File: src/asd_params.svh
// asd_params.svh: task-file field positions, command and subcommand codes, timing counts
// assumes inclusion by both ends and the seek timer; definitions only
`ifndef ASD_PARAMS_SVH
`define ASD_PARAMS_SVH
// command codes
`define ASD_CMD_SEEK_NIB   4'h7
`define ASD_CMD_SETFEAT    8'hef
`define ASD_CMD_SETMAX     8'hf9
`define ASD_CMD_READMAX    8'hf8
`define ASD_SETMAX_FEAT    8'h00
// set-features subcommands
`define ASD_SF_XFER        8'h03
`define ASD_SF_APM_ON      8'h05
`define ASD_SF_APM_OFF     8'h85
`define ASD_SF_AOFS_ON     8'h09
`define ASD_SF_AOFS_OFF    8'h89
`define ASD_SF_ECC24       8'h44
`define ASD_SF_ECC4        8'hbb
`define ASD_SF_RLA_OFF     8'h55
`define ASD_SF_RLA_ON      8'haa
`define ASD_SF_NOREV       8'h66
`define ASD_SF_REV         8'hcc
`define ASD_SF_WC_ON       8'h02
`define ASD_SF_WC_OFF      8'h82
`define ASD_SF_RETRY_ON    8'h99
`define ASD_SF_RETRY_OFF   8'h33
`define ASD_SF_ECC_ON      8'h88
`define ASD_SF_ECC_OFF     8'h77
// transfer mode codes: upper nibble class, lower nibble mode number
`define ASD_XM_MWDMA       4'h2
`define ASD_XM_UDMA        4'h4
`define ASD_XM_MWDMA_MAX   4'h2
`define ASD_XM_UDMA_MAX    4'h5
// ecc field lengths in bytes
`define ASD_ECC_LONG       8'h18
`define ASD_ECC_SHORT      8'h04
// field positions
`define ASD_DH_LBA_BIT     6
`define ASD_SC_PERSIST_BIT 0
// reset values
`define ASD_RST_XMODE      8'h40
`define ASD_RST_MAXADDR    28'hfffffff
// mechanical seek time, default 2000 ns
`define ASD_SEEK_NS        2000
`define ASD_CLK_NS         5
`define ASD_SEEK_CYC       ((`ASD_SEEK_NS + `ASD_CLK_NS - 1) / `ASD_CLK_NS)
`endif

File: src/asd_pkg.sv
// asd_pkg.sv: shared types for the seek/set-features decoder ends
// assumes asd_params.svh supplies the numbers
package asd_pkg;
    typedef enum logic [1:0] {
        ASD_IDLE = 2'b00,
        ASD_WAIT = 2'b01,
        ASD_EXEC = 2'b11
    } asd_state_t;

    typedef enum logic [1:0] {
        ASD_OK    = 2'b00,
        ASD_ABORT = 2'b01
    } asd_result_t;
endpackage

File: src/asd_taskfile_if.sv
// asd_taskfile_if.sv: task-file link between host controller and drive
// assumes one clock shared by both ends
`timescale 1ns/1ps
interface asd_taskfile_if (
    input wire logic clk
);
    logic [7:0] command_code_reg;
    logic [7:0] feature_select;
    logic [7:0] block_count_param;
    logic [7:0] addr_lower_byte;
    logic [7:0] addr_middle_byte;
    logic [7:0] addr_upper_byte;
    logic [7:0] drive_select_head;
    logic       cmd_wr;
    logic       busy;
    logic       intrq;
    logic       abort;

    modport drive (
        input  command_code_reg, feature_select, block_count_param, addr_lower_byte,
               addr_middle_byte, addr_upper_byte, drive_select_head, cmd_wr,
        output busy, intrq, abort
    );
    modport host (
        output command_code_reg, feature_select, block_count_param, addr_lower_byte,
               addr_middle_byte, addr_upper_byte, drive_select_head, cmd_wr,
        input  busy, intrq, abort
    );
endinterface

File: src/asd_seek_timer.sv
// asd_seek_timer.sv: mechanical seek stand-in, busy for a fixed count after start
// assumes start is a one-cycle pulse on clk
`timescale 1ns/1ps
`include "asd_params.svh"
module asd_seek_timer #(
    parameter int SEEK_CYC = `ASD_SEEK_CYC
) (
    input  wire logic clk,
    input  wire logic rst,
    input  wire logic start,
    output logic      active
);
    logic [31:0] cnt_r;

    // ****************************************
    // countdown
    // ****************************************
    // a restart while active reloads; the head simply retargets
    always_ff @(posedge clk or posedge rst) begin
        if (rst) begin
            cnt_r <= 32'h0;
        end else if (start) begin
            cnt_r <= 32'(SEEK_CYC);
        end else if (cnt_r != 32'h0) begin
            cnt_r <= cnt_r - 32'h1;
        end
    end

    assign active = (cnt_r != 32'h0);
endmodule // asd_seek_timer

File: src/asd_drive.sv
// asd_drive.sv: drive end, decodes seek, set-features and set-max commands
// assumes host writes task file then pulses cmd_wr once per command
// Contract
// - any 7x command code is a seek
// - chs seek: cylinder high, mid, sector, head
// - lba seek: 28-bit address over four registers
// - seek completion interrupt precedes mechanical finish
// - command during seek: busy until seek ends
// - set-features efh: subcommand in features, argument count
// - subcommand 03h selects transfer mode from count
// - 2xh selects multiword dma mode 0..2
// - 4xh selects ultra dma mode 0..5
// - 05h enables, 85h disables power management
// - 09h enables, 89h disables address offset
// - 44h makes long transfers carry 24-byte ecc
// - bbh restores 4-byte long ecc field
// - 55h read look-ahead off, aah on
// - 66h stops reverting defaults, cch re-enables
// - unsupported subcommand aborts the command
// - set-max f9h with features 00h
// - lba set-max address over four registers
// - count bit 0 selects persistent limit
// - set-max needs read-max immediately before
`timescale 1ns/1ps
`include "asd_params.svh"
module asd_drive #(
    parameter int SEEK_CYC = `ASD_SEEK_CYC
) (
    input  wire logic       clk,
    input  wire logic       rst,
    input  wire logic       soft_rst,
    asd_taskfile_if.drive   tf,
    output logic [7:0]      xfer_mode_r,
    output logic            apm_en_r,
    output logic            addr_ofs_en_r,
    output logic [7:0]      ecc_len_r,
    output logic            read_ahead_en_r,
    output logic            revert_en_r,
    output logic            wcache_en_r,
    output logic            retry_en_r,
    output logic            ecc_en_r,
    output logic [27:0]     max_addr_r,
    output logic            max_persist_r,
    output logic [27:0]     seek_target_r,
    output logic            seek_lba_r
);
    asd_pkg::asd_state_t state_r;
    asd_pkg::asd_state_t state_nxt;
    logic [7:0]  cmd_r, feat_r, cnt_r, lo_r, mid_r, hi_r, dh_r;
    logic        readmax_ok_r, seek_start, seek_active, exec, is_seek, sf_ok, xm_ok, sm_ok;
    logic        abort_nxt, intrq_r, abort_r;

    asd_seek_timer #(
        .SEEK_CYC (SEEK_CYC)
    ) u_seek (
        .clk      (clk),
        .rst      (rst),
        .start    (seek_start),
        .active   (seek_active)
    );

    // ****************************************
    // command capture
    // ****************************************
    // latch the task file so the host may rewrite it while we stall
    always_ff @(posedge clk or posedge rst) begin
        if (rst) begin
            cmd_r  <= 8'h00;
            feat_r <= 8'h00;
            cnt_r  <= 8'h00;
            lo_r   <= 8'h00;
            mid_r  <= 8'h00;
            hi_r   <= 8'h00;
            dh_r   <= 8'h00;
        end else if (tf.cmd_wr && state_r == asd_pkg::ASD_IDLE) begin
            cmd_r  <= tf.command_code_reg;
            feat_r <= tf.feature_select;
            cnt_r  <= tf.block_count_param;
            lo_r   <= tf.addr_lower_byte;
            mid_r  <= tf.addr_middle_byte;
            hi_r   <= tf.addr_upper_byte;
            dh_r   <= tf.drive_select_head;
        end
    end

    // ****************************************
    // sequencing
    // ****************************************
    // new command waits out a running seek before it executes
    always_comb begin
        state_nxt = state_r;
        case (state_r)
            asd_pkg::ASD_IDLE: begin
                if (tf.cmd_wr) begin
                    state_nxt = asd_pkg::ASD_WAIT;
                end
            end
            asd_pkg::ASD_WAIT: begin
                if (!seek_active) begin
                    state_nxt = asd_pkg::ASD_EXEC;
                end
            end
            asd_pkg::ASD_EXEC: begin
                state_nxt = asd_pkg::ASD_IDLE;
            end
            default: begin
                state_nxt = asd_pkg::ASD_IDLE;
            end
        endcase
    end

    always_ff @(posedge clk or posedge rst) begin
        if (rst) begin
            state_r <= asd_pkg::ASD_IDLE;
        end else begin
            state_r <= state_nxt;
        end
    end

    assign exec    = (state_r == asd_pkg::ASD_EXEC);
    assign is_seek = (cmd_r[7:4] == `ASD_CMD_SEEK_NIB);
    assign seek_start = exec && is_seek;
    // busy covers the wait, never the seek itself
    assign tf.busy = (state_r != asd_pkg::ASD_IDLE);

    // ****************************************
    // decode checks
    // ****************************************
    always_comb begin
        xm_ok = ((cnt_r[7:4] == `ASD_XM_MWDMA) && (cnt_r[3:0] <= `ASD_XM_MWDMA_MAX))
             || ((cnt_r[7:4] == `ASD_XM_UDMA) && (cnt_r[3:0] <= `ASD_XM_UDMA_MAX));
        case (feat_r)
            `ASD_SF_XFER:                                    sf_ok = xm_ok;
            `ASD_SF_APM_ON, `ASD_SF_APM_OFF,
            `ASD_SF_AOFS_ON, `ASD_SF_AOFS_OFF,
            `ASD_SF_ECC24, `ASD_SF_ECC4,
            `ASD_SF_RLA_OFF, `ASD_SF_RLA_ON,
            `ASD_SF_NOREV, `ASD_SF_REV,
            `ASD_SF_WC_ON, `ASD_SF_WC_OFF,
            `ASD_SF_RETRY_ON, `ASD_SF_RETRY_OFF,
            `ASD_SF_ECC_ON, `ASD_SF_ECC_OFF:                 sf_ok = 1'b1;
            default:                                         sf_ok = 1'b0;
        endcase
        // persistent limit refused in offset mode; read-max must precede
        sm_ok = (feat_r == `ASD_SETMAX_FEAT) && readmax_ok_r
             && !(cnt_r[`ASD_SC_PERSIST_BIT] && addr_ofs_en_r);
        abort_nxt = 1'b0;
        if (cmd_r == `ASD_CMD_SETFEAT) begin
            abort_nxt = !sf_ok;
        end else if (cmd_r == `ASD_CMD_SETMAX) begin
            abort_nxt = !sm_ok;
        end
    end

    // ****************************************
    // completion
    // ****************************************
    // seek reports done at its start, ahead of the mechanics
    always_ff @(posedge clk or posedge rst) begin
        if (rst) begin
            intrq_r <= 1'b0;
            abort_r <= 1'b0;
        end else begin
            intrq_r <= exec;
            if (exec) begin
                abort_r <= abort_nxt;
            end
        end
    end
    assign tf.intrq = intrq_r;
    assign tf.abort = abort_r;

    // read-max must be the command right before set-max
    always_ff @(posedge clk or posedge rst) begin
        if (rst) begin
            readmax_ok_r <= 1'b0;
        end else if (exec) begin
            readmax_ok_r <= (cmd_r == `ASD_CMD_READMAX);
        end
    end

    // ****************************************
    // seek target
    // ****************************************
    // chs packs cyl[15:0], head[3:0], sector[7:0] into the same 28 bits
    always_ff @(posedge clk or posedge rst) begin
        if (rst) begin
            seek_target_r <= 28'h0;
            seek_lba_r    <= 1'b0;
        end else if (seek_start) begin
            seek_lba_r <= dh_r[`ASD_DH_LBA_BIT];
            if (dh_r[`ASD_DH_LBA_BIT]) begin
                seek_target_r <= {dh_r[3:0], hi_r, mid_r, lo_r};
            end else begin
                seek_target_r <= {hi_r, mid_r, dh_r[3:0], lo_r};
            end
        end
    end

    // ****************************************
    // feature state
    // ****************************************
    // soft reset restores defaults only while reverting is enabled
    always_ff @(posedge clk or posedge rst) begin
        if (rst) begin
            xfer_mode_r     <= `ASD_RST_XMODE;
            apm_en_r        <= 1'b0;
            addr_ofs_en_r   <= 1'b0;
            ecc_len_r       <= `ASD_ECC_SHORT;
            read_ahead_en_r <= 1'b1;
            revert_en_r     <= 1'b1;
            wcache_en_r     <= 1'b1;
            retry_en_r      <= 1'b1;
            ecc_en_r        <= 1'b1;
        end else if (soft_rst && revert_en_r) begin
            xfer_mode_r     <= `ASD_RST_XMODE;
            apm_en_r        <= 1'b0;
            addr_ofs_en_r   <= 1'b0;
            ecc_len_r       <= `ASD_ECC_SHORT;
            read_ahead_en_r <= 1'b1;
            wcache_en_r     <= 1'b1;
            retry_en_r      <= 1'b1;
            ecc_en_r        <= 1'b1;
        end else if (exec && cmd_r == `ASD_CMD_SETFEAT && sf_ok) begin
            case (feat_r)
                `ASD_SF_XFER:      xfer_mode_r     <= cnt_r;
                `ASD_SF_APM_ON:    apm_en_r        <= 1'b1;
                `ASD_SF_APM_OFF:   apm_en_r        <= 1'b0;
                `ASD_SF_AOFS_ON:   addr_ofs_en_r   <= 1'b1;
                `ASD_SF_AOFS_OFF:  addr_ofs_en_r   <= 1'b0;
                `ASD_SF_ECC24:     ecc_len_r       <= `ASD_ECC_LONG;
                `ASD_SF_ECC4:      ecc_len_r       <= `ASD_ECC_SHORT;
                `ASD_SF_RLA_OFF:   read_ahead_en_r <= 1'b0;
                `ASD_SF_RLA_ON:    read_ahead_en_r <= 1'b1;
                `ASD_SF_NOREV:     revert_en_r     <= 1'b0;
                `ASD_SF_REV:       revert_en_r     <= 1'b1;
                `ASD_SF_WC_ON:     wcache_en_r     <= 1'b1;
                `ASD_SF_WC_OFF:    wcache_en_r     <= 1'b0;
                `ASD_SF_RETRY_ON:  retry_en_r      <= 1'b1;
                `ASD_SF_RETRY_OFF: retry_en_r      <= 1'b0;
                `ASD_SF_ECC_ON:    ecc_en_r        <= 1'b1;
                `ASD_SF_ECC_OFF:   ecc_en_r        <= 1'b0;
                default:           ecc_en_r        <= ecc_en_r;
            endcase
        end
    end

    // ****************************************
    // maximum address
    // ****************************************
    // a volatile limit falls back on hardware reset only; rst stands for it
    always_ff @(posedge clk or posedge rst) begin
        if (rst) begin
            max_addr_r    <= `ASD_RST_MAXADDR;
            max_persist_r <= 1'b0;
        end else if (exec && cmd_r == `ASD_CMD_SETMAX && sm_ok) begin
            max_persist_r <= cnt_r[`ASD_SC_PERSIST_BIT];
            if (dh_r[`ASD_DH_LBA_BIT]) begin
                max_addr_r <= {dh_r[3:0], hi_r, mid_r, lo_r};
            end else begin
                max_addr_r <= {12'h0, hi_r, mid_r};
            end
        end
    end
endmodule // asd_drive

File: src/flat_wrapper.sv
// flat-port wrapper written by rule: the top's interface ports become plain ports
module asd_drive_flat 
#(
    parameter int SEEK_CYC = `ASD_SEEK_CYC
)
  (clk, rst, soft_rst, xfer_mode_r, apm_en_r, addr_ofs_en_r, ecc_len_r, read_ahead_en_r, revert_en_r, wcache_en_r, retry_en_r, ecc_en_r, max_addr_r, max_persist_r, seek_target_r, seek_lba_r, tf_command_code_reg, tf_feature_select, tf_block_count_param, tf_addr_lower_byte, tf_addr_middle_byte, tf_addr_upper_byte, tf_drive_select_head, tf_cmd_wr, tf_busy, tf_intrq, tf_abort);
  asd_taskfile_if tf_i (.clk(clk));
  input  wire logic clk;
  input  wire logic rst;
  input  wire logic soft_rst;
  output logic [7:0] xfer_mode_r;
  output logic apm_en_r;
  output logic addr_ofs_en_r;
  output logic [7:0] ecc_len_r;
  output logic read_ahead_en_r;
  output logic revert_en_r;
  output logic wcache_en_r;
  output logic retry_en_r;
  output logic ecc_en_r;
  output logic [27:0] max_addr_r;
  output logic max_persist_r;
  output logic [27:0] seek_target_r;
  output logic seek_lba_r;
  input wire logic [$bits(tf_i.command_code_reg)-1:0] tf_command_code_reg;
  input wire logic [$bits(tf_i.feature_select)-1:0] tf_feature_select;
  input wire logic [$bits(tf_i.block_count_param)-1:0] tf_block_count_param;
  input wire logic [$bits(tf_i.addr_lower_byte)-1:0] tf_addr_lower_byte;
  input wire logic [$bits(tf_i.addr_middle_byte)-1:0] tf_addr_middle_byte;
  input wire logic [$bits(tf_i.addr_upper_byte)-1:0] tf_addr_upper_byte;
  input wire logic [$bits(tf_i.drive_select_head)-1:0] tf_drive_select_head;
  input wire logic [$bits(tf_i.cmd_wr)-1:0] tf_cmd_wr;
  output wire logic [$bits(tf_i.busy)-1:0] tf_busy;
  output wire logic [$bits(tf_i.intrq)-1:0] tf_intrq;
  output wire logic [$bits(tf_i.abort)-1:0] tf_abort;
  assign tf_i.command_code_reg = tf_command_code_reg;
  assign tf_i.feature_select = tf_feature_select;
  assign tf_i.block_count_param = tf_block_count_param;
  assign tf_i.addr_lower_byte = tf_addr_lower_byte;
  assign tf_i.addr_middle_byte = tf_addr_middle_byte;
  assign tf_i.addr_upper_byte = tf_addr_upper_byte;
  assign tf_i.drive_select_head = tf_drive_select_head;
  assign tf_i.cmd_wr = tf_cmd_wr;
  assign tf_busy = tf_i.busy;
  assign tf_intrq = tf_i.intrq;
  assign tf_abort = tf_i.abort;
  asd_drive #(.SEEK_CYC(SEEK_CYC)) u_core (.clk(clk), .rst(rst), .soft_rst(soft_rst), .tf(tf_i), .xfer_mode_r(xfer_mode_r), .apm_en_r(apm_en_r), .addr_ofs_en_r(addr_ofs_en_r), .ecc_len_r(ecc_len_r), .read_ahead_en_r(read_ahead_en_r), .revert_en_r(revert_en_r), .wcache_en_r(wcache_en_r), .retry_en_r(retry_en_r), .ecc_en_r(ecc_en_r), .max_addr_r(max_addr_r), .max_persist_r(max_persist_r), .seek_target_r(seek_target_r), .seek_lba_r(seek_lba_r));
endmodule
File: config.mk
export PLATFORM = sky130hd
export DESIGN_NAME = asd_drive_flat
export DESIGN_NICKNAME = d
export VERILOG_FILES = /design/src/asd_pkg.sv /design/src/asd_taskfile_if.sv /design/src/asd_seek_timer.sv /design/src/asd_drive.sv /design/src/flat_wrapper.sv
export VERILOG_INCLUDE_DIRS = /design/src
export SDC_FILE = /design/constraint.sdc
export NUM_CORES = 1
export LEC_CHECK = 0
export ABC_CLOCK_PERIOD_IN_PS = 7600
export BUFFER_PORTS_ARGS = -buffer_cell sky130_fd_sc_hd__buf_2
export CAP_MARGIN = 25
export CORE_MARGIN = 8
export CORE_UTILIZATION = 58
export CTS_BUF_LIST = sky130_fd_sc_hd__clkbuf_2 sky130_fd_sc_hd__clkbuf_4 sky130_fd_sc_hd__clkbuf_8
export CTS_CLUSTER_SIZE = 20
export DETAILED_ROUTE_END_ITERATION = 7
export GPL_ROUTABILITY_DRIVEN = 0
export PLACE_DENSITY = 0.91
export SLEW_MARGIN = 15
export SYNTH_ARGS = -nofsm -noshare
export SYNTH_HDL_FRONTEND = slang
export SYNTH_SLANG_ARGS = --single-unit
File: constraint.sdc
create_clock -name clk -period 7.6 [get_ports clk]
set_clock_uncertainty 0.1 [all_clocks]
set_input_delay 1.9 -clock clk [delete_from_list [all_inputs] [get_ports clk]]
set_output_delay 1.9 -clock clk [all_outputs]
set_load 0.01 [all_outputs]
Word-level counts from Yosys, hierarchy flattened
Index checks and enable logic that the tools add are counted.
{"block": "word_totals", "regBits": 173, "in_bits": 60, "output_inout_bits": 84, "wordCells": 133}
{"block": "classes", "add_sub_neg": 1, "n_lt_le_gt_ge": 2, "eq_ne": 27, "muxes": 35, "bitwise": 1, "reduce_logical": 42}
{"operator": "equality test 8 bit (second input constant)", "count": 11}
{"operator": "two-way mux 32 bit", "count": 2}
{"operator": "two-way mux 28 bit", "count": 2}
{"operator": "two-way mux 8 bit", "count": 5}
{"operator": "equality test 8 x 7 -> 1 bit (second input constant)", "count": 4}
{"operator": "nonzero test 32 bit", "count": 1}
{"operator": "subtractor 32 x 1 -> 32 bit (second input constant)", "count": 1}
{"operator": "nonzero test 3 bit", "count": 7}
{"operator": "AND reduction 2 bit", "count": 9}
{"operator": "equality test 8 x 2 -> 1 bit (second input constant)", "count": 2}
{"operator": "one-hot mux 1 bit (2 select lines)", "count": 8}
{"operator": "one-hot mux 8 bit (2 select lines)", "count": 1}
{"operator": "OR reduction 16 bit", "count": 1}
{"operator": "two-way mux 1 bit", "count": 14}
{"operator": "logical AND 1 bit", "count": 12}
{"operator": "nonzero test 2 bit", "count": 5}
{"operator": "equality test 4 x 3 -> 1 bit (second input constant)", "count": 2}
{"operator": "equality test 8 x 3 -> 1 bit (second input constant)", "count": 1}
{"operator": "equality test 8 x 4 -> 1 bit (second input constant)", "count": 1}
{"operator": "equality test 8 x 6 -> 1 bit (second input constant)", "count": 1}
{"operator": "zero test 8 bit", "count": 1}
{"operator": "equality test 4 x 2 -> 1 bit (second input constant)", "count": 1}
{"operator": "<= comparator 4 x 2 -> 1 bit (second input constant)", "count": 1}
{"operator": "<= comparator 4 x 3 -> 1 bit (second input constant)", "count": 1}
{"operator": "10 further kinds", "count": 14}

Logic depth before layout (Yosys ltp)
Gate-level depths: netlist of the first run.
{"block": "logic_depth", "depth_word": 7, "ltp_mapped": 9, "mapped_depth_nobuf": 7}

Modules after synthesis
Synthesis of the first run repeated with hierarchy kept, for this count alone.
{"block": "hier_totals", "cells_unflattened": 693, "hier_area_um2": 7494.7}
{"mod": "asd_drive", "instances": 1, "cells_per_inst": 499, "area_each_um2": 5665.4, "seq_area_each_um2": 3372.0}
{"mod": "asd_seek_timer", "instances": 1, "cells_per_inst": 194, "area_each_um2": 1829.3, "seq_area_each_um2": 800.8}

Worst setup path after synthesis of the first run
No wires, ideal clock.
{"block": "synth_timing", "path_kind": "input to register", "startpoint": "input tf_cmd_wr", "endpoint": "register u_core.cmd_r[1]", "setup_ns": 0.125, "arrival_time_ns": 3.066, "t_required_ns": 7.375, "setup_slack_ns": 4.309, "path_stages": 4, "path_buffers": 1, "path_cell_list": "inv_1 nor2_1 clkbuf_1 mux2_2"}
{"block": "synth_between", "elab_chain_cells": 1}
{"item": "from (decl)", "line": "flat_wrapper.sv:31", "rtl": "input wire logic [$bits(tf_i.cmd_wr)-1:0] tf_cmd_wr;"}
{"item": "logical AND 1 bit", "line": "asd_drive.sv:75", "rtl": "end else if (tf.cmd_wr && state_r == asd_pkg::ASD_IDLE) begin"}
{"item": "to (signal assigned)", "line": "asd_drive.sv:76", "rtl": "cmd_r <= tf.command_code_reg;"}
{"item": "to (decl)", "line": "asd_drive.sv:49", "rtl": "logic [7:0] cmd_r, feat_r, cnt_r, lo_r, mid_r, hi_r, dh_r;"}
No other way between the ends.
A chain may end at the register's enable or synchronous reset.

Worst setup path in the final report of the first run
{"block": "layout_timing", "startpoint": "register u_core.state_r[1]", "endpoint": "output tf_busy"}
{"block": "layout_between", "elab_chain_cells": 1}
{"item": "from (decl)", "line": "asd_drive.sv:47", "rtl": "asd_pkg::asd_state_t state_r;"}
{"item": "from (signal assigned)", "line": "asd_drive.sv:114", "rtl": "state_r <= asd_pkg::ASD_IDLE;"}
{"item": "from (signal assigned)", "line": "asd_drive.sv:116", "rtl": "state_r <= state_nxt;"}
{"item": "nonzero test 2 bit", "line": "asd_drive.sv:124", "rtl": "assign tf.busy = (state_r != asd_pkg::ASD_IDLE);"}
{"item": "to (decl)", "line": "flat_wrapper.sv:32", "rtl": "output wire logic [$bits(tf_i.busy)-1:0] tf_busy;"}
No other way between the ends.

==> results_dict.tcl, run 1 <==
set metrics [dict create \
    seq_area_frac_synth 0.5425 \
    synth.avg_cell_area_um2 10.73 \
    num_vias 5948 \
    core_mm2 0.01309 \
    drive_gt1_frac 0.3369 \
    crit_required_ps 5600 \
    layout_commonest_cell "buf_2" \
    path_class "flip-flop to output port" \
    grt_max_degree 115 \
    finalCritPeriodShare 0.4513 \
    postPlaceCellArea_mm2 0.008451 \
    cts_made_buffers 17 \
    critical_path_arrival_ps 1430 \
    worstHoldPathType "flip-flop to flip-flop" \
    dieArea_mm2 0.01720 \
    yosysTopAreaCell "dfrtp_1" \
    ys_ff_latch 165 \
    vdd_ir_drop_max_uv 197.6 \
    post-route-min-period_ps 3430 \
    die_h_um 131.2 \
    drc 0 \
    initial_core_util 0.5879 \
    most-common-layout-cells "135 x buf_2, 129 x dfrtp_1, 76 x nand2_1" \
    root_buffer "clkbuf_8" \
    drt_first_pass_iters 5 \
    overflow 0 \
    worst_setup_path_start_kind "flip-flop" \
    status "finished, final reports clean" \
    syn-cell-area_mm2 0.007692 \
    max_stage_delay_ps 450 \
    cts_resized 0 \
    p_per_area_mw_per_mm2 301.7 \
    cp_slowest_cell "dfrtp_1" \
    drv_cap 0 \
    grt_setup_unrepaired "false" \
    tritoncts "yes" \
    regArea_mm2 0.004174 \
    grt_usage 0.2203 \
    n_antenna_cell 0 \
    postSynthCellCount 717 \
    post_cts_buffers 0 \
    total_leakage_power_nw 4.137 \
    io_buffer_count 135 \
    dp_cells 989 \
    ys_warn_count 0 \
    fill_cells 963 \
    relSlewSlack 0.3603 \
    final_area_mm2 0.008887 \
    synth_top_area_frac 0.4229 \
    die_w_um 131.2 \
    wl_um 18440 \
    cts.sinks 165 \
    path_cells "or2_2, buf_2" \
    htreeDepth 4 \
    fmax_mhz 291.6 \
    nets 895 \
    async_flop_share 1.000 \
    crit_fanout 5 \
    setup_tns_ps 0 \
    clk_pin_slew_worst_paths_ps 90 \
    ant_nets 0 \
    path_buf_inv 1 \
    synth_ff_type "dfrtp_1" \
    synth_cell_types 63 \
    tightest_slew_ps 959.5 \
    instances_no_fill 1022 \
    num_rows 42 \
    area_growth_pct 15.53 \
    cpLargestDelayFamily "flip-flops" \
    synth-edff-count 0 \
    end_kind "output port" \
    multi_input_area_mm2 0.003244 \
    vias_per_cell 5.820 \
    insertion_delay_ps 470 \
    slew_viol_final 0 \
    clock_path_buffers 2 \
    io_pins 144 \
    grt_pass1_wl_um 31170 \
    hold_violations 0 \
    finalSetupViolations 0 \
    post-dp-hpwl_um 12700 \
    synth.area.top_cells "dfrtp_1 42%, dfstp_2 12%, mux2_2 7.6%" \
    cts_hold_buf 0 \
    post_drt_wl_per_cell_um 18.04 \
    drtIter0Drc 424 \
    antenna_found_initial 0 \
    grt_pass1_vias 6173 \
]
==> stage by stage <==
stage                     hold slack (ps)  total power [mW]  setup WS [ps]    util
after floorplan                     356.6             1.843           1196       -
after global placement              354.4             1.963           4013  0.6458
after detailed placement            358.9             2.010           3990  0.6458
after CTS                           380.5             2.669           4149  0.6771
after global routing                405.3             2.834           4122  0.6792
final                               375.9             2.681           4170  0.6792
==> where the power goes <==
part           internal (mW)  switching (mW)
Clock                  0.336           0.329
Combinational          0.338           0.379
Sequential              1.06           0.238
==> state kept, by name, summed over array words and instances (netlist names), 5 cells and up <==
name	cells
u_core.dh_r	5
u_core.xfer_mode_r	8
u_core.max_addr_r	28
u_core.mid_r	8
u_core.lo_r	8
u_core.seek_target_r	28
u_core.hi_r	8
u_core.cmd_r	8
u_core.cnt_r	8
u_core.feat_r	8
u_core.u_seek.cnt_r	32
==> synthesized netlist by cell type, types with 6 or more instances <==
cell,count
nand4_1,7
nor4_1,8
o211ai_1,8
inv_1,21
dfrtp_1,130
and2_1,8
buf_4,6
or3_1,9
o21ai_0,54
nand2_1,76
nor3_1,13
dfstp_2,35
xor2_1,15
o31ai_1,8
mux2i_1,39
nand3_1,22
nor2_1,50
nand2b_1,6
clkbuf_1,36
a21oi_1,28
or4_1,11
mux2_2,52
==> cell families (layout without fill, tap and decap cells) <==
logic type | after synthesis | count (layout) | share of synthesized area
compound gates | 123 | 123 | 0.09906
xor+xnor | 18 | 18 | 0.02050
fa+ha+maj | 2 | 2 | 0.003253
buf+inv | 71 | 196 | 0.04018
flops | 165 | 165 | 0.5425
mux | 91 | 91 | 0.1269
other cells | 1 | 5 | 0.0004875
simple gates | 246 | 246 | 0.1672
==> worst reg2reg max path: stages (launching register included) <==
cell and delay, ps:
dfrtp_1 430, or4_4 590, or4_1 890, o311ai_1 440
xor2_1 170, nand2_1 60
==> final timing paths <==
path,endpoint,slack (ps),from,cells after the start
max,tf_busy,4170,u_core.state_r[1],2
min,u_core.seek_target_r[3],380,u_core.seek_target_r[3],2
max reg2reg,u_core.u_seek.cnt_r[8],4760,u_core.u_seek.cnt_r[20],5
min reg2reg,u_core.seek_target_r[3],380,u_core.seek_target_r[3],2
max in group asynchronous,u_core.dh_r[6],5120,rst,3
min in group asynchronous,u_core.u_seek.cnt_r[31],1310,rst,2
==> layer usage <==
metal	routed length [um]	GRT usage	vias up
li1	-	-	2766
met1	7959	0.2873	2927
met2	8788	0.3406	213
met3	1184	0.05831	42
met4	502	0.09490	0
met5	0	0	-
==> area by class of cell <==
class | instances | area share
Clock buffer | 20 | 0.02886
Inverter | 21 | 0.009433
Clock inverter | 12 | 0.01718
Tap cell | 176 | 0.02478
Sequential cell | 165 | 0.4697
Timing Repair Buffer | 143 | 0.08503
Multi-Input combinational cell | 485 | 0.3651
Note: power is estimated with default switching activity, not from simulation.
==> inputs of run 2 (changes only) <==
--- a/config.mk
+++ b/config.mk
@@ -6,7 +6,7 @@
 export SDC_FILE = /design/constraint.sdc
 export NUM_CORES = 1
 export LEC_CHECK = 0
-export ABC_CLOCK_PERIOD_IN_PS = 7600
+export ABC_CLOCK_PERIOD_IN_PS = 3350
 export BUFFER_PORTS_ARGS = -buffer_cell sky130_fd_sc_hd__buf_2
 export CAP_MARGIN = 25
 export CORE_MARGIN = 8
==> constraint.sdc (replaced) <==
create_clock -name clk -period 3.35 [get_ports clk]
set_clock_uncertainty 0.1 [all_clocks]
set_input_delay 0.8375 -clock clk [delete_from_list [all_inputs] [get_ports clk]]
set_output_delay 0.8375 -clock clk [all_outputs]
set_load 0.01 [all_outputs]
==> results_dict.tcl, run 2 (synthesis results as in run 1) <==
set metrics [dict create \
    status "finished, final reports clean" \
    max_stage_delay_ps 890 \
    post-dp-hpwl_um 12250 \
    critical_path_arrival_ps 3110 \
    vias_per_cell 5.751 \
    grt_setup_unrepaired "false" \
    total_leakage_power_nw 4.137 \
    die_h_um 131.2 \
    worst_setup_path_start_kind "flip-flop" \
    post-route-util 0.6811 \
    layout_commonest_cell "buf_2" \
    finalCritPeriodShare 0.8676 \
    tritoncts "yes" \
    grt_pass1_wl_um 29990 \
    clock_path_buffers 2 \
    path_buf_inv 0 \
    worstSetupStartpoint "u_core.u_seek.cnt_r[20]" \
    cts_hold_buf 0 \
    grt_pass1_vias 5872 \
    post_cts_buffers 0 \
    tightest_slew_ps 1036 \
    instances_no_fill 1021 \
    worstHoldPathType "flip-flop to flip-flop" \
    clk_pin_slew_worst_paths_ps 90 \
    antenna_found_initial 0 \
    reg2reg_setup_slack_ps 440 \
    crit_fanout 16 \
    r2r_end "u_core.u_seek.cnt_r[8]" \
    root_buffer "clkbuf_8" \
    p_per_area_mw_per_mm2 683.3 \
    post-route-min-period_ps 2906 \
    overflow 0 \
    core_mm2 0.01309 \
    fill_cells 941 \
    path_class "flip-flop to flip-flop" \
    setup_tns_ps 0 \
    wl_um 17700 \
    critical_path_depth 5 \
    n_antenna_cell 0 \
    finalSetupViolations 0 \
    ant_nets 0 \
    drtIter0Drc 485 \
    drt_first_pass_iters 5 \
    initial_core_util 0.5879 \
    cp_slowest_cell "or4_1" \
    relSlewSlack 0.3094 \
    drc 0 \
    dp_cells 989 \
    hold_violations 0 \
    insertion_delay_ps 460 \
    fmax_mhz 344.1 \
    die_w_um 131.2 \
    grt_max_degree 166 \
    dieArea_mm2 0.01720 \
    r2r_start "u_core.u_seek.cnt_r[20]" \
    largest_reg_flops 32 \
    crit_required_ps 3560 \
    cts_made_buffers 17 \
    num_rows 42 \
    drv_cap 0 \
    cpLargestDelayFamily "simple AND/OR/NAND/NOR gates" \
    top_regs "u_core.u_seek.cnt_r: 32 flops, u_core.max_addr_r: 28 flops, u_core.seek_target_r: 28 flops" \
    slew_viol_final 0 \
    drive_gt1_frac 0.3361 \
    io_buffer_count 135 \
    top_register "u_core.u_seek.cnt_r" \
    most-common-layout-cells "135 x buf_2, 129 x dfrtp_1, 76 x nand2_1" \
    end_kind "flip-flop" \
    num_vias 5872 \
    cp-endpoint "u_core.u_seek.cnt_r[8]" \
    cts.sinks 165 \
    rr_worst_depth 5 \
    nets 894 \
    min-delay-start "u_core.seek_target_r[7]" \
    post_drt_wl_per_cell_um 17.34 \
    vdd_ir_drop_max_uv 415.5 \
    path_cells "or4_4, or4_1, o311ai_1, xor2_1, nand2_1" \
    area_growth_pct 15.86 \
    htreeDepth 4 \
    cts_resized 0 \
    timing.hold.ws_ps 372.3 \
    io_pins 144 \
    grt_usage 0.2113 \
]
[run 2: changes by cell type in the layout (fill, tap and decap cells not counted), sizes merged]
cell | previous run | this run
clkinv | 6 | 5
buf | 143 | 142
inv | 23 | 27
clkbuf | 20 | 17
[run 2: metal layers]
| metal | up-vias | wire, um | GRT usage |
|---|---|---|---|
| met1 | 2873 | 7722 | 0.2754 |
| met3 | 25 | 1154 | 0.05259 |
| met2 | 204 | 8518 | 0.3360 |
| met4 | 0 | 305 | 0.07618 |
| li1 | 2770 | - | - |
| met5 | - | 0 | 0 |
[run 2: layout make-up]
cell class	instances	area, um2	share of cell area
sequential	165	4174	0.4683
multi-input combinational	485	3244	0.3640
timing repair buffer	142	765.7	0.08592
clock buffer	17	234.0	0.02625
tap	176	220.2	0.02471
clock inverter	15	191.4	0.02148
inverter	21	82.58	0.009266
[run 2: worst min-delay path by stage]
stage | endpoint | slack, ps | cells past startpoint
after floorplan | u_core.seek_target_r[0] | 360 | 2
after global placement | u_core.seek_target_r[3] | 350 | 2
after detailed placement | u_core.seek_target_r[7] | 360 | 2
after CTS | u_core.seek_target_r[7] | 380 | 2
after global routing | u_core.seek_target_r[0] | 400 | 2
final | u_core.seek_target_r[7] | 370 | 2
[run 2: worst reg2reg max path, stage by stage, from the launching register on]
cell and delay, ps:
dfrtp_1 430, or4_4 590, or4_1 890, o311ai_1 480
xor2_1 210, nand2_1 70
[run 2: report_power, final]
part           switching (mW)  internal [mW]  total, mW
registers               0.607           2.41       3.01
logic                   0.784          0.770       1.55
clock network           0.767          0.757       1.52
total                    2.16           3.93       6.09
[run 2: per-stage QoR]
stage	total power [mW]	cell area (um2)	worst slack [ps]
detailed placement	4.564	8487	436.6
global route	6.447	8912	311.8
CTS	6.101	8912	439.9
finish	6.090	8912	443.6
floorplan	4.181	7711	342.3
global placement	4.465	8487	556.2
